## src/common/hfh_pkg.sv

```systemverilog
/*
 Shared constants and types for the HDLC framer with host byte link.
 Assumes a single clock domain; line bit strobes come from the modem data pump.
*/
package hfh_pkg;
  // Register byte offsets on the Avalon-MM slave
  localparam logic [3:0] HFH_ADDR_CTRL = 4'h0;
  localparam logic [3:0] HFH_ADDR_STATUS = 4'h4;
  localparam logic [3:0] HFH_ADDR_COUNT = 4'h8;

  // Control register fields
  localparam int HFH_CTRL_FRAME_MODE_ENABLE = 0;
  localparam int HFH_CTRL_NINTH_BIT_ESCAPE_ENABLE = 1;
  localparam int HFH_CTRL_NINTH_BIT_FUNCTION_SELECT = 2;
  localparam int HFH_CTRL_DATA_FORMAT_SELECT = 3;
  localparam int HFH_CTRL_PIN_ONE_FUNCTION_SELECT = 4;
  localparam int HFH_CTRL_WIDTH = 5;
  localparam logic [HFH_CTRL_WIDTH-1:0] HFH_CTRL_RESET = 5'h00;

  // Status register fields
  localparam int HFH_STAT_REPORTED = 0;
  localparam int HFH_STAT_TX_BUSY = 1;
  localparam int HFH_STAT_TX_END_PENDING = 2;
  localparam int HFH_STAT_RX_IN_FRAME = 3;
  localparam int HFH_STAT_FRAME_END_RESULT_PIN = 4;

  // Line framing
  localparam logic [7:0] HFH_FLAG = 8'h7e;
  localparam logic [2:0] HFH_STUFF_RUN = 3'h5;
  localparam logic [2:0] HFH_FLAG_RUN = 3'h6;
  localparam logic [2:0] HFH_ABORT_RUN = 3'h7;
  localparam logic [2:0] HFH_LAST_BIT = 3'h7;
  localparam logic [15:0] HFH_CRC_POLY = 16'h1021;
  localparam logic [15:0] HFH_CRC_INIT = 16'hffff;
  localparam logic [15:0] HFH_CRC_RESIDUE = 16'h0000;

  // Characters sent to the host
  localparam logic [7:0] HFH_CHR_CONN_C = 8'h63;
  localparam logic [7:0] HFH_CHR_CONN_D = 8'h64;
  localparam logic [7:0] HFH_CHR_CONN_V = 8'h76;
  localparam logic [7:0] HFH_CHR_GOOD = 8'h47;
  localparam logic [7:0] HFH_CHR_ERROR = 8'h65;
  localparam logic [7:0] HFH_CHR_ABORT = 8'h41;

  // Connection kind reported by the call controller
  localparam logic [1:0] HFH_CONN_C = 2'h0;
  localparam logic [1:0] HFH_CONN_D = 2'h1;

  typedef struct packed {
    logic ninth;
    logic [7:0] data;
  } hfh_word_t;

  typedef enum {TX_FLAG, TX_DATA, TX_CRC_HI, TX_CRC_LO, TX_CLOSE} hfh_tx_state_t;
endpackage

```

## src/core/hfh_framer.sv

```systemverilog
/*
 HDLC framer between the host byte link and the modem line bit stream.
 Assumes line bit strobes and host bytes are synchronous to i_clk and
 that the host drains received words at least as fast as the line.
*/
// The placing of the registers and the Avalon-MM interface to the registers were chosen for this implementation.
// Notes on behaviour
// Framer builds and strips flags, CRC and stuffed zeros itself; received CRC bytes are passed to the host, not stripped.
// Host enables framing through the control bit before any call.
// On connection the device reports c, d or v to the host.
// With nothing pending the transmitter sends flags back to back.
// Host bytes are CRC accumulated and sent with zero insertion.
// Ninth host bit is an escape only when escape enable is set.
// Host sends one byte per CTS ready indication.
// Frame end is silence; device asserts CTS, host ignores that interrupt.
// Missing next byte ends the frame: CTS raised, CRC sent, closing flags.
// After the first closing flag CTS lowers for the next frame.
// Host should run its link faster than the line rate.
// Receiver hunts flags, starts CRC at first data, forwards destuffed bytes.
// Host receive rate is at least the line data rate.
// Only 8-bit words; ninth bit is escape in, result marker out.
// On closing flag last byte and both CRC bytes go out, then check.
// Result G for correct checksum, e for wrong.
// Seven or more ones abort the frame and send A.
// End-of-frame pin high with result words, only when pin selected.
// Ninth bit marks result words when both select bits are set.
// Next incoming frame lowers the end-of-frame pin again.
// Host checks the pin or ninth bit on every received byte.
// Retransmission and compression belong to the host.
// CRC is CCITT 16-bit, flag 01111110, zero after five ones.
`timescale 1ns/1ns
module hfh_framer
  import hfh_pkg::*;
(
  input wire logic i_clk,
  input wire logic i_rst_n,
  input wire logic [3:0] i_avs_address,
  input wire logic i_avs_read,
  input wire logic i_avs_write,
  input wire logic [3:0] i_avs_byteenable,
  input wire logic [31:0] i_avs_writedata,
  output logic [31:0] o_avs_readdata,
  output logic o_avs_waitrequest,
  input wire logic i_connected,
  input wire logic [1:0] i_connect_kind,
  input wire logic i_host_valid,
  input wire hfh_word_t i_host_word,
  output logic o_host_ready,
  output logic o_cts_n,
  output logic o_escape,
  output logic o_rx_valid,
  output hfh_word_t o_rx_word,
  output logic o_frame_end_result_pin,
  input wire logic i_tx_tick,
  output logic o_line_tx,
  input wire logic i_rx_tick,
  input wire logic i_rx_bit
);
  logic [HFH_CTRL_WIDTH-1:0] ctrl_reg;
  logic ack_reg;
  logic [31:0] rdata_reg;
  logic conn_reg;
  logic reported_reg;
  logic hold_full_reg;
  logic [7:0] hold_reg;
  logic end_pending_reg;
  hfh_tx_state_t tx_state_reg;
  logic [7:0] tx_shift_reg;
  logic [2:0] tx_cnt_reg;
  logic [2:0] tx_ones_reg;
  logic rx_hunt_reg;
  logic rx_in_frame_reg;
  logic [2:0] rx_ones_reg;
  logic [2:0] rx_cnt_reg;
  logic [7:0] rx_shift_reg;
  logic frame_end_result_pin_reg;
  logic [7:0] good_cnt_reg;
  logic [7:0] err_cnt_reg;
  logic [7:0] abort_cnt_reg;
  logic [15:0] tx_crc;
  logic [15:0] rx_crc;
  logic frame_en;
  logic active;
  logic rx_active;
  logic bus_req;
  logic accept;
  logic escape_word;
  logic tx_stuffing;
  logic tx_stuff_now;
  logic tx_boundary;
  logic tx_take;
  logic tx_crc_init;
  logic rx_flag;
  logic rx_drop;
  logic rx_abort;
  logic rx_data_bit;
  logic rx_byte_done;
  logic [7:0] rx_byte;
  logic rx_result;
  logic [7:0] rx_result_chr;
  logic conn_event;
  logic [7:0] conn_chr;
  logic [31:0] rd_mux;

  // Register bus: one wait state, so read data are always registered
  assign bus_req = i_avs_read | i_avs_write;
  assign o_avs_waitrequest = bus_req & ~ack_reg;
  assign o_avs_readdata = rdata_reg;

  always_ff @(posedge i_clk) begin
    if (!i_rst_n) begin
      ack_reg <= 1'b0;
    end else begin
      ack_reg <= bus_req & ~ack_reg;
    end
  end

  always_comb begin
    rd_mux = 32'h0000_0000;
    case (i_avs_address)
      HFH_ADDR_CTRL: rd_mux[HFH_CTRL_WIDTH-1:0] = ctrl_reg;
      HFH_ADDR_STATUS: begin
        rd_mux[HFH_STAT_REPORTED] = reported_reg;
        rd_mux[HFH_STAT_TX_BUSY] = tx_state_reg != TX_FLAG;
        rd_mux[HFH_STAT_TX_END_PENDING] = end_pending_reg;
        rd_mux[HFH_STAT_RX_IN_FRAME] = rx_in_frame_reg;
        rd_mux[HFH_STAT_FRAME_END_RESULT_PIN] = frame_end_result_pin_reg;
      end
      HFH_ADDR_COUNT: rd_mux[23:0] = {abort_cnt_reg, err_cnt_reg, good_cnt_reg};
      default: rd_mux = 32'h0000_0000;
    endcase
  end

  always_ff @(posedge i_clk) begin
    if (!i_rst_n) begin
      rdata_reg <= 32'h0000_0000;
    end else if (i_avs_read & ~ack_reg) begin
      rdata_reg <= rd_mux;
    end
  end

  // framing enable written by host
  always_ff @(posedge i_clk) begin
    if (!i_rst_n) begin
      ctrl_reg <= HFH_CTRL_RESET;
    end else if (i_avs_write & ack_reg & i_avs_byteenable[0] &&
                 i_avs_address == HFH_ADDR_CTRL) begin
      ctrl_reg <= i_avs_writedata[HFH_CTRL_WIDTH-1:0];
    end
  end

  assign frame_en = ctrl_reg[HFH_CTRL_FRAME_MODE_ENABLE];
  assign active = frame_en & i_connected;
  assign rx_active = active & reported_reg;

  // connection report
  assign conn_event = frame_en & i_connected & ~conn_reg;
  assign conn_chr = (i_connect_kind == HFH_CONN_C) ? HFH_CHR_CONN_C :
                    (i_connect_kind == HFH_CONN_D) ? HFH_CHR_CONN_D : HFH_CHR_CONN_V;

  always_ff @(posedge i_clk) begin
    if (!i_rst_n) begin
      conn_reg <= 1'b0;
      reported_reg <= 1'b0;
    end else begin
      conn_reg <= i_connected & frame_en;
      reported_reg <= active & (reported_reg | conn_event);
    end
  end

  // CTS low means one byte may be sent
  assign o_host_ready = active & reported_reg & ~hold_full_reg & ~end_pending_reg;
  assign o_cts_n = ~o_host_ready;
  assign accept = i_host_valid & o_host_ready;
  // ninth bit only escapes in 9-bit format with escape enabled
  assign escape_word = i_host_word.ninth & ctrl_reg[HFH_CTRL_NINTH_BIT_ESCAPE_ENABLE] &
                       ctrl_reg[HFH_CTRL_DATA_FORMAT_SELECT];

  always_ff @(posedge i_clk) begin
    if (!i_rst_n) begin
      hold_full_reg <= 1'b0;
      hold_reg <= 8'h00;
      o_escape <= 1'b0;
    end else begin
      // escaped words never framed
      o_escape <= accept & escape_word;
      if (!active) begin
        hold_full_reg <= 1'b0;
      end else if (accept & ~escape_word) begin
        hold_full_reg <= 1'b1;
        hold_reg <= i_host_word.data;
      end else if (tx_take) begin
        hold_full_reg <= 1'b0;
      end
    end
  end

  // stuffing only inside frame content, never in flags
  assign tx_stuffing = tx_state_reg == TX_DATA || tx_state_reg == TX_CRC_HI ||
                       tx_state_reg == TX_CRC_LO;
  // Counter only grows inside content, so a run ending the CRC still gets its zero
  assign tx_stuff_now = tx_ones_reg == HFH_STUFF_RUN;
  assign tx_boundary = i_tx_tick & ~tx_stuff_now & (tx_cnt_reg == HFH_LAST_BIT);
  assign tx_take = active & tx_boundary & hold_full_reg &
                   (tx_state_reg == TX_FLAG || tx_state_reg == TX_DATA);
  assign tx_crc_init = tx_state_reg == TX_FLAG;

  // CRC over every frame byte as it is loaded
  hfh_crc16 u_tx_crc (
    .i_clk(i_clk),
    .i_rst_n(i_rst_n),
    .i_en(tx_take),
    .i_init(tx_crc_init),
    .i_data(hold_reg),
    .o_crc(tx_crc)
  );

  // transmit serializer with flag, CRC and stuffing
  always_ff @(posedge i_clk) begin
    if (!i_rst_n || !active) begin
      tx_state_reg <= TX_FLAG;
      tx_shift_reg <= HFH_FLAG;
      tx_cnt_reg <= 3'h0;
      tx_ones_reg <= 3'h0;
      o_line_tx <= 1'b1;
    end else if (i_tx_tick) begin
      if (tx_stuff_now) begin
        // inserted zero
        o_line_tx <= 1'b0;
        tx_ones_reg <= 3'h0;
      end else begin
        o_line_tx <= tx_shift_reg[7];
        tx_shift_reg <= {tx_shift_reg[6:0], 1'b0};
        tx_ones_reg <= (tx_stuffing & tx_shift_reg[7]) ? 3'(tx_ones_reg + 3'h1) : 3'h0;
        tx_cnt_reg <= 3'(tx_cnt_reg + 3'h1);
        if (tx_cnt_reg == HFH_LAST_BIT) begin
          case (tx_state_reg)
            TX_FLAG, TX_DATA: begin
              if (hold_full_reg) begin
                tx_state_reg <= TX_DATA;
                tx_shift_reg <= hold_reg;
              end else if (tx_state_reg == TX_DATA) begin
                // no byte waiting, close with CRC
                tx_state_reg <= TX_CRC_HI;
                tx_shift_reg <= tx_crc[15:8];
              end else begin
                // idle flags
                tx_shift_reg <= HFH_FLAG;
              end
            end
            TX_CRC_HI: begin
              tx_state_reg <= TX_CRC_LO;
              tx_shift_reg <= tx_crc[7:0];
            end
            TX_CRC_LO: begin
              tx_state_reg <= TX_CLOSE;
              tx_shift_reg <= HFH_FLAG;
            end
            TX_CLOSE: begin
              tx_state_reg <= TX_FLAG;
              tx_shift_reg <= HFH_FLAG;
            end
            default: begin
              tx_state_reg <= TX_FLAG;
              tx_shift_reg <= HFH_FLAG;
            end
          endcase
        end
      end
    end
  end

  // CTS held high from frame end until the first closing flag is out
  always_ff @(posedge i_clk) begin
    if (!i_rst_n || !active) begin
      end_pending_reg <= 1'b0;
    end else if (tx_boundary && tx_state_reg == TX_DATA && !hold_full_reg) begin
      end_pending_reg <= 1'b1;
    end else if (tx_boundary && tx_state_reg == TX_CLOSE) begin
      // ready for the next frame
      end_pending_reg <= 1'b0;
    end
  end

  // Receive bit classification
  assign rx_flag = rx_active & i_rx_tick & ~i_rx_bit & (rx_ones_reg == HFH_FLAG_RUN);
  assign rx_drop = rx_active & i_rx_tick & ~i_rx_bit & (rx_ones_reg == HFH_STUFF_RUN);
  assign rx_abort = rx_active & i_rx_tick & i_rx_bit & (rx_ones_reg == HFH_FLAG_RUN);
  assign rx_data_bit = rx_active & i_rx_tick & ~rx_flag & ~rx_drop & ~rx_abort &
                       ~rx_hunt_reg & (rx_ones_reg != HFH_ABORT_RUN);
  assign rx_byte_done = rx_data_bit && rx_cnt_reg == HFH_LAST_BIT;
  assign rx_byte = {rx_shift_reg[6:0], i_rx_bit};
  assign rx_result = (rx_flag | rx_abort) & rx_in_frame_reg;
  // checksum verdict
  assign rx_result_chr = rx_abort ? HFH_CHR_ABORT :
                         (rx_crc == HFH_CRC_RESIDUE) ? HFH_CHR_GOOD : HFH_CHR_ERROR;

  // CRC restarts at the first byte after a flag
  hfh_crc16 u_rx_crc (
    .i_clk(i_clk),
    .i_rst_n(i_rst_n),
    .i_en(rx_byte_done),
    .i_init(~rx_in_frame_reg),
    .i_data(rx_byte),
    .o_crc(rx_crc)
  );

  // flag hunt and zero deletion
  always_ff @(posedge i_clk) begin
    if (!i_rst_n || !rx_active) begin
      rx_ones_reg <= 3'h0;
      rx_cnt_reg <= 3'h0;
      rx_shift_reg <= 8'h00;
      rx_hunt_reg <= 1'b1;
      rx_in_frame_reg <= 1'b0;
    end else if (i_rx_tick) begin
      if (i_rx_bit) begin
        rx_ones_reg <= (rx_ones_reg == HFH_ABORT_RUN) ? rx_ones_reg : 3'(rx_ones_reg + 3'h1);
      end else begin
        rx_ones_reg <= 3'h0;
      end
      if (rx_flag) begin
        rx_hunt_reg <= 1'b0;
        rx_cnt_reg <= 3'h0;
        rx_in_frame_reg <= 1'b0;
      end else if (rx_abort) begin
        // abort forces a new hunt
        rx_hunt_reg <= 1'b1;
        rx_in_frame_reg <= 1'b0;
      end else if (rx_data_bit) begin
        rx_shift_reg <= rx_byte;
        rx_cnt_reg <= 3'(rx_cnt_reg + 3'h1);
        if (rx_byte_done) begin
          rx_in_frame_reg <= 1'b1;
        end
      end
    end
  end

  // Words toward the host; the connection report only precedes receive
  always_ff @(posedge i_clk) begin
    if (!i_rst_n) begin
      o_rx_valid <= 1'b0;
      o_rx_word <= '0;
    end else begin
      o_rx_valid <= conn_event | rx_result | rx_byte_done;
      if (conn_event) begin
        o_rx_word <= '{ninth: 1'b0, data: conn_chr};
      end else if (rx_result) begin
        // ninth bit marks result words
        o_rx_word.ninth <= ctrl_reg[HFH_CTRL_NINTH_BIT_FUNCTION_SELECT] &
                           ctrl_reg[HFH_CTRL_DATA_FORMAT_SELECT];
        o_rx_word.data <= rx_result_chr;
      end else if (rx_byte_done) begin
        // every byte, CRC bytes included, goes out as data
        o_rx_word <= '{ninth: 1'b0, data: rx_byte};
      end
    end
  end

  // end-of-frame level raised with the result word
  always_ff @(posedge i_clk) begin
    if (!i_rst_n) begin
      frame_end_result_pin_reg <= 1'b0;
    end else if (rx_result) begin
      frame_end_result_pin_reg <= 1'b1;
    end else if (rx_byte_done & ~rx_in_frame_reg) begin
      // next frame lowers it
      frame_end_result_pin_reg <= 1'b0;
    end
  end
  assign o_frame_end_result_pin = frame_end_result_pin_reg & ctrl_reg[HFH_CTRL_PIN_ONE_FUNCTION_SELECT];

  always_ff @(posedge i_clk) begin
    if (!i_rst_n) begin
      good_cnt_reg <= 8'h00;
      err_cnt_reg <= 8'h00;
      abort_cnt_reg <= 8'h00;
    end else if (rx_result) begin
      if (rx_abort) begin
        abort_cnt_reg <= 8'(abort_cnt_reg + 8'h01);
      end else if (rx_crc == HFH_CRC_RESIDUE) begin
        good_cnt_reg <= 8'(good_cnt_reg + 8'h01);
      end else begin
        err_cnt_reg <= 8'(err_cnt_reg + 8'h01);
      end
    end
  end
endmodule

```

## src/core/hfh_crc16.sv

```systemverilog
/*
 Byte-wide CCITT CRC accumulator, MSB first, no final inversion.
 Assumes the caller pulses i_en once per byte; i_init restarts from the seed.
*/
`timescale 1ns/1ns
module hfh_crc16
  import hfh_pkg::*;
(
  input wire logic i_clk,
  input wire logic i_rst_n,
  input wire logic i_en,
  input wire logic i_init,
  input wire logic [7:0] i_data,
  output logic [15:0] o_crc
);
  function automatic logic [15:0] crc_byte(input logic [15:0] c, input logic [7:0] d);
    logic [15:0] r;
    r = c;
    for (int i = 7; i >= 0; i--) begin
      if (r[15] ^ d[i]) begin
        r = {r[14:0], 1'b0} ^ HFH_CRC_POLY;
      end else begin
        r = {r[14:0], 1'b0};
      end
    end
    return r;
  endfunction

  always_ff @(posedge i_clk) begin
    if (!i_rst_n) begin
      o_crc <= HFH_CRC_INIT;
    end else if (i_en) begin
      o_crc <= crc_byte(i_init ? HFH_CRC_INIT : o_crc, i_data);
    end
  end
endmodule

```

## config.mk

```make
export PLATFORM = sky130hd
export DESIGN_NAME = hfh_framer
export DESIGN_NICKNAME = d
export VERILOG_FILES = /design/src/common/hfh_pkg.sv /design/src/core/hfh_framer.sv /design/src/core/hfh_crc16.sv
export SDC_FILE = /design/constraint.sdc
export NUM_CORES = 1
export LEC_CHECK = 0
export BUFFER_PORTS_ARGS = -buffer_cell sky130_fd_sc_hd__buf_2
export CORE_MARGIN = 4
export CORE_UTILIZATION = 40
export CTS_CLUSTER_DIAMETER = 150
export DETAILED_ROUTE_END_ITERATION = 8
export GPL_TIMING_DRIVEN = 0
export SKIP_CTS_REPAIR_TIMING = 1
export SLEW_MARGIN = 20
export SYNTH_ARGS = -nofsm -noshare
export SYNTH_HDL_FRONTEND = slang
export SYNTH_SLANG_ARGS = --single-unit
```

## constraint.sdc

```tcl
create_clock -name i_clk -period 2.4 [get_ports i_clk]
set_clock_uncertainty 0.05 [all_clocks]
set_input_delay 0.36 -clock i_clk [delete_from_list [all_inputs] [get_ports i_clk]]
set_output_delay 0.36 -clock i_clk [all_outputs]
set_load 0.05 [all_outputs]
```

==> flow_summary.ini <==
[yosys]
synthTopCellsByCount = dfxtp_1 (143), nor2_1 (109), nand2_1 (74)
yosysMostFrequentCell = dfxtp_1
syn-cell-area_um2 = 6730
async_flop_share_pct = 0
ys_seq_elements = 143
syn_inst = 786
ys_types = 58
synth_ff_type = dfxtp_1
yosys_warnings = 0
synth_top_area_share_pct = 42.5
synth.avg_cell_area_um2 = 8.57
synthTopCellsByArea = dfxtp_1 (43%), xnor2_1 (7.0%), nor2_1 (6.1%), mux2i_1 (4.6%), nand2_1 (4.1%)
synth_largest_area_cell = dfxtp_1
yosysSeqAreaShare_pct = 42.5
synth-edff-count = 0

[clocking]
clkLatencyLatePin_ps = 420
root_buffer = clkbuf_16
cts.clk_slew.worst_paths_ps = 60
cts_buffer_depth = 2
cts_htree_levels = 4
cts_buffers = 17
cts_tree = yes
clkSinkCount = 143

[cells_and_area]
insertedDiodeCount = 0
syn_to_final_growth_pct = 19.2
n_fill_cell = 1644
largest_reg_flops = 24
fin_nets = 954
drive_gt1_share_pct = 15.2

[routing]
ant_nets = 0
first_pass_iters = 4
routed_wl_um = 17100
via_per_inst = 5.10
drt_iter0_markers = 317
drc = 0
vias = 5680
wl_per_cell_um = 15.3

[flow_run]
maxCapViolations = 0

[placed_design]
dp.final_hpwl_um = 12500
place_ws_ps = -75.5
io_buffers = 65
gp_congestion = 0.811

[worst_setup_path]
critPathSlowestCell = or4_1
required_ps = 2690
slowest_delay_ps = 420
path_max_fanout = 10
path_cells = ha_1, ha_1, or2b_4, or4_1, nor2_1, buf_4, o31ai_1, a21oi_1
critPathLaunchType = flip-flop
cp_common_cell = ha_1
worstPathArrival_ps = 2560
cp-end-kind = flip-flop
path_class = flip-flop to flip-flop
r2r-start = rx_ones_reg[0]$_SDFFE_PP0P_
crit_start = rx_ones_reg[0]$_SDFFE_PP0P_

[pwr]
p_per_area_nw_per_um2 = 642
p_leak_uw = 0.00337
vdd_ir_drop_max_v = 0.000481

[timing]
maxSlewHeadroom_pct = 52.3
setup_slack_ps = 139
finalCritPeriodShare_pct = 94.2
slew_violations = 0
min_period_ps = 2260
tightest_slew_ps = 716
setup_viol = 0
fmax_mhz = 442
report.final.hold_viol_count = 0
tns_ps = 0
grt_setup_unrepaired = no

[grt]
grt-ovfl-total = 0
antenna_found_initial = 1
grt_pass1_wl_um = 27900
grt_usage_pct = 18.8
grt_max_degree = 17
grt_pass1_vias = 5386

[worst_hold_path]
hp-class = input port to flip-flop
hp-start = i_host_word[0]

[floorplan]
dieHeight_um = 138
ios = 108
die_w_um = 138
core_um2 = 16500
start_util_pct = 40.8
row_count = 47
dieArea_um2 = 19000

[outcome]
status = finished, final reports clean
-- cells in the final DEF (no fill, tap or decap), types with 14 or more instances in the layout --
cell	Yosys	layout
o21ai_0	20	20
a21oi_1	45	45
nor2b_1	14	14
nor2_1	109	109
xor2_1	20	20
clkbuf_16	0	17
a22oi_1	24	24
o211ai_1	28	28
buf_2	7	71
nand3_1	20	19
mux2i_1	31	31
clkbuf_1	34	34
dfxtp_1	143	143
nand2_1	74	73
inv_1	17	17
xnor2_1	54	54
-- metal layers --
layer  wire length [µm]  vias to the layer above  share of wire, %  track usage, %
met2               8110                       88                47            30.5
met1               8080                     2655                47            25.0
met4                227                        2               1.3            5.98
li1                   -                     2915                 -               -
met5                 13                        -             0.076               0
met3                657                       20               3.8            4.24
-- critical path, delay by kind of cell, from the launching register on --
kind | cells | cell delay [ps]
AOI/OAI and AO/OA | 2 | 260
DFF | 1 | 350
adders and majority gates | 2 | 430
buffers and inverters | 1 | 210
and+or+nand+nor | 3 | 890
-- logic make-up after synthesis --
family	Yosys count	share of synthesized area (%)
AO/OA/AOI/OAI	157	15.1
XOR/XNOR	74	9.62
adder cells (fa/ha/maj)	13	2.42
buffers and inverters	72	4.70
flip-flops	143	42.5
multiplexers	31	4.61
other	1	0.0557
AND/OR/NAND/NOR	295	20.9
-- path summary, 6_finish.rpt --
check                           cells past startpoint                      endpoint  slack [ps]
worst max-delay path                                8     o_rx_word[1]$_SDFFE_PN0P_         140
worst min-delay path                                3      hold_reg[0]$_SDFFE_PN0P_         130
worst max register to register                      8     o_rx_word[1]$_SDFFE_PN0P_         140
worst min register to register                      2  tx_shift_reg[0]$_SDFFE_PN0P_         400
-- stage by stage --
step	area (µm²)	total power [µW]	hold slack (ps)	util, %	std cells
2_1_floorplan	6770	2550	377	-	793
3_3_place_gp	7370	2610	388	44.6	1078
3_5_place_dp	7370	2610	394	44.6	1078
4_1_cts	7950	5210	112	48.1	1110
5_1_grt	8030	5340	131	48.6	1114
6_report	8030	5150	126	48.6	1114
-- report_power, final --
| part | leakage [µW] | switching [µW] | internal, µW | total [µW] |
|---|---|---|---|---|
| clock network | 0.000281 | 1030 | 1560 | 2590 |
| registers | 0.00115 | 1.52 | 2380 | 2380 |
| logic | 0.00193 | 133 | 50.6 | 184 |
| total | 0.00337 | 1160 | 3990 | 5150 |
-- layout make-up --
class	count	area, µm²	area share, %
Clock inverter	12	134	1.67
Clock buffer	20	447	5.56
Multi-Input combinational cell	578	3630	45.2
Inverter	17	63.8	0.795
Timing Repair Buffer	69	355	4.43
Sequential cell	143	2860	35.7
Buffer	55	258	3.21
Tap cell	220	275	3.43
(Power assumes the default switching activity.)
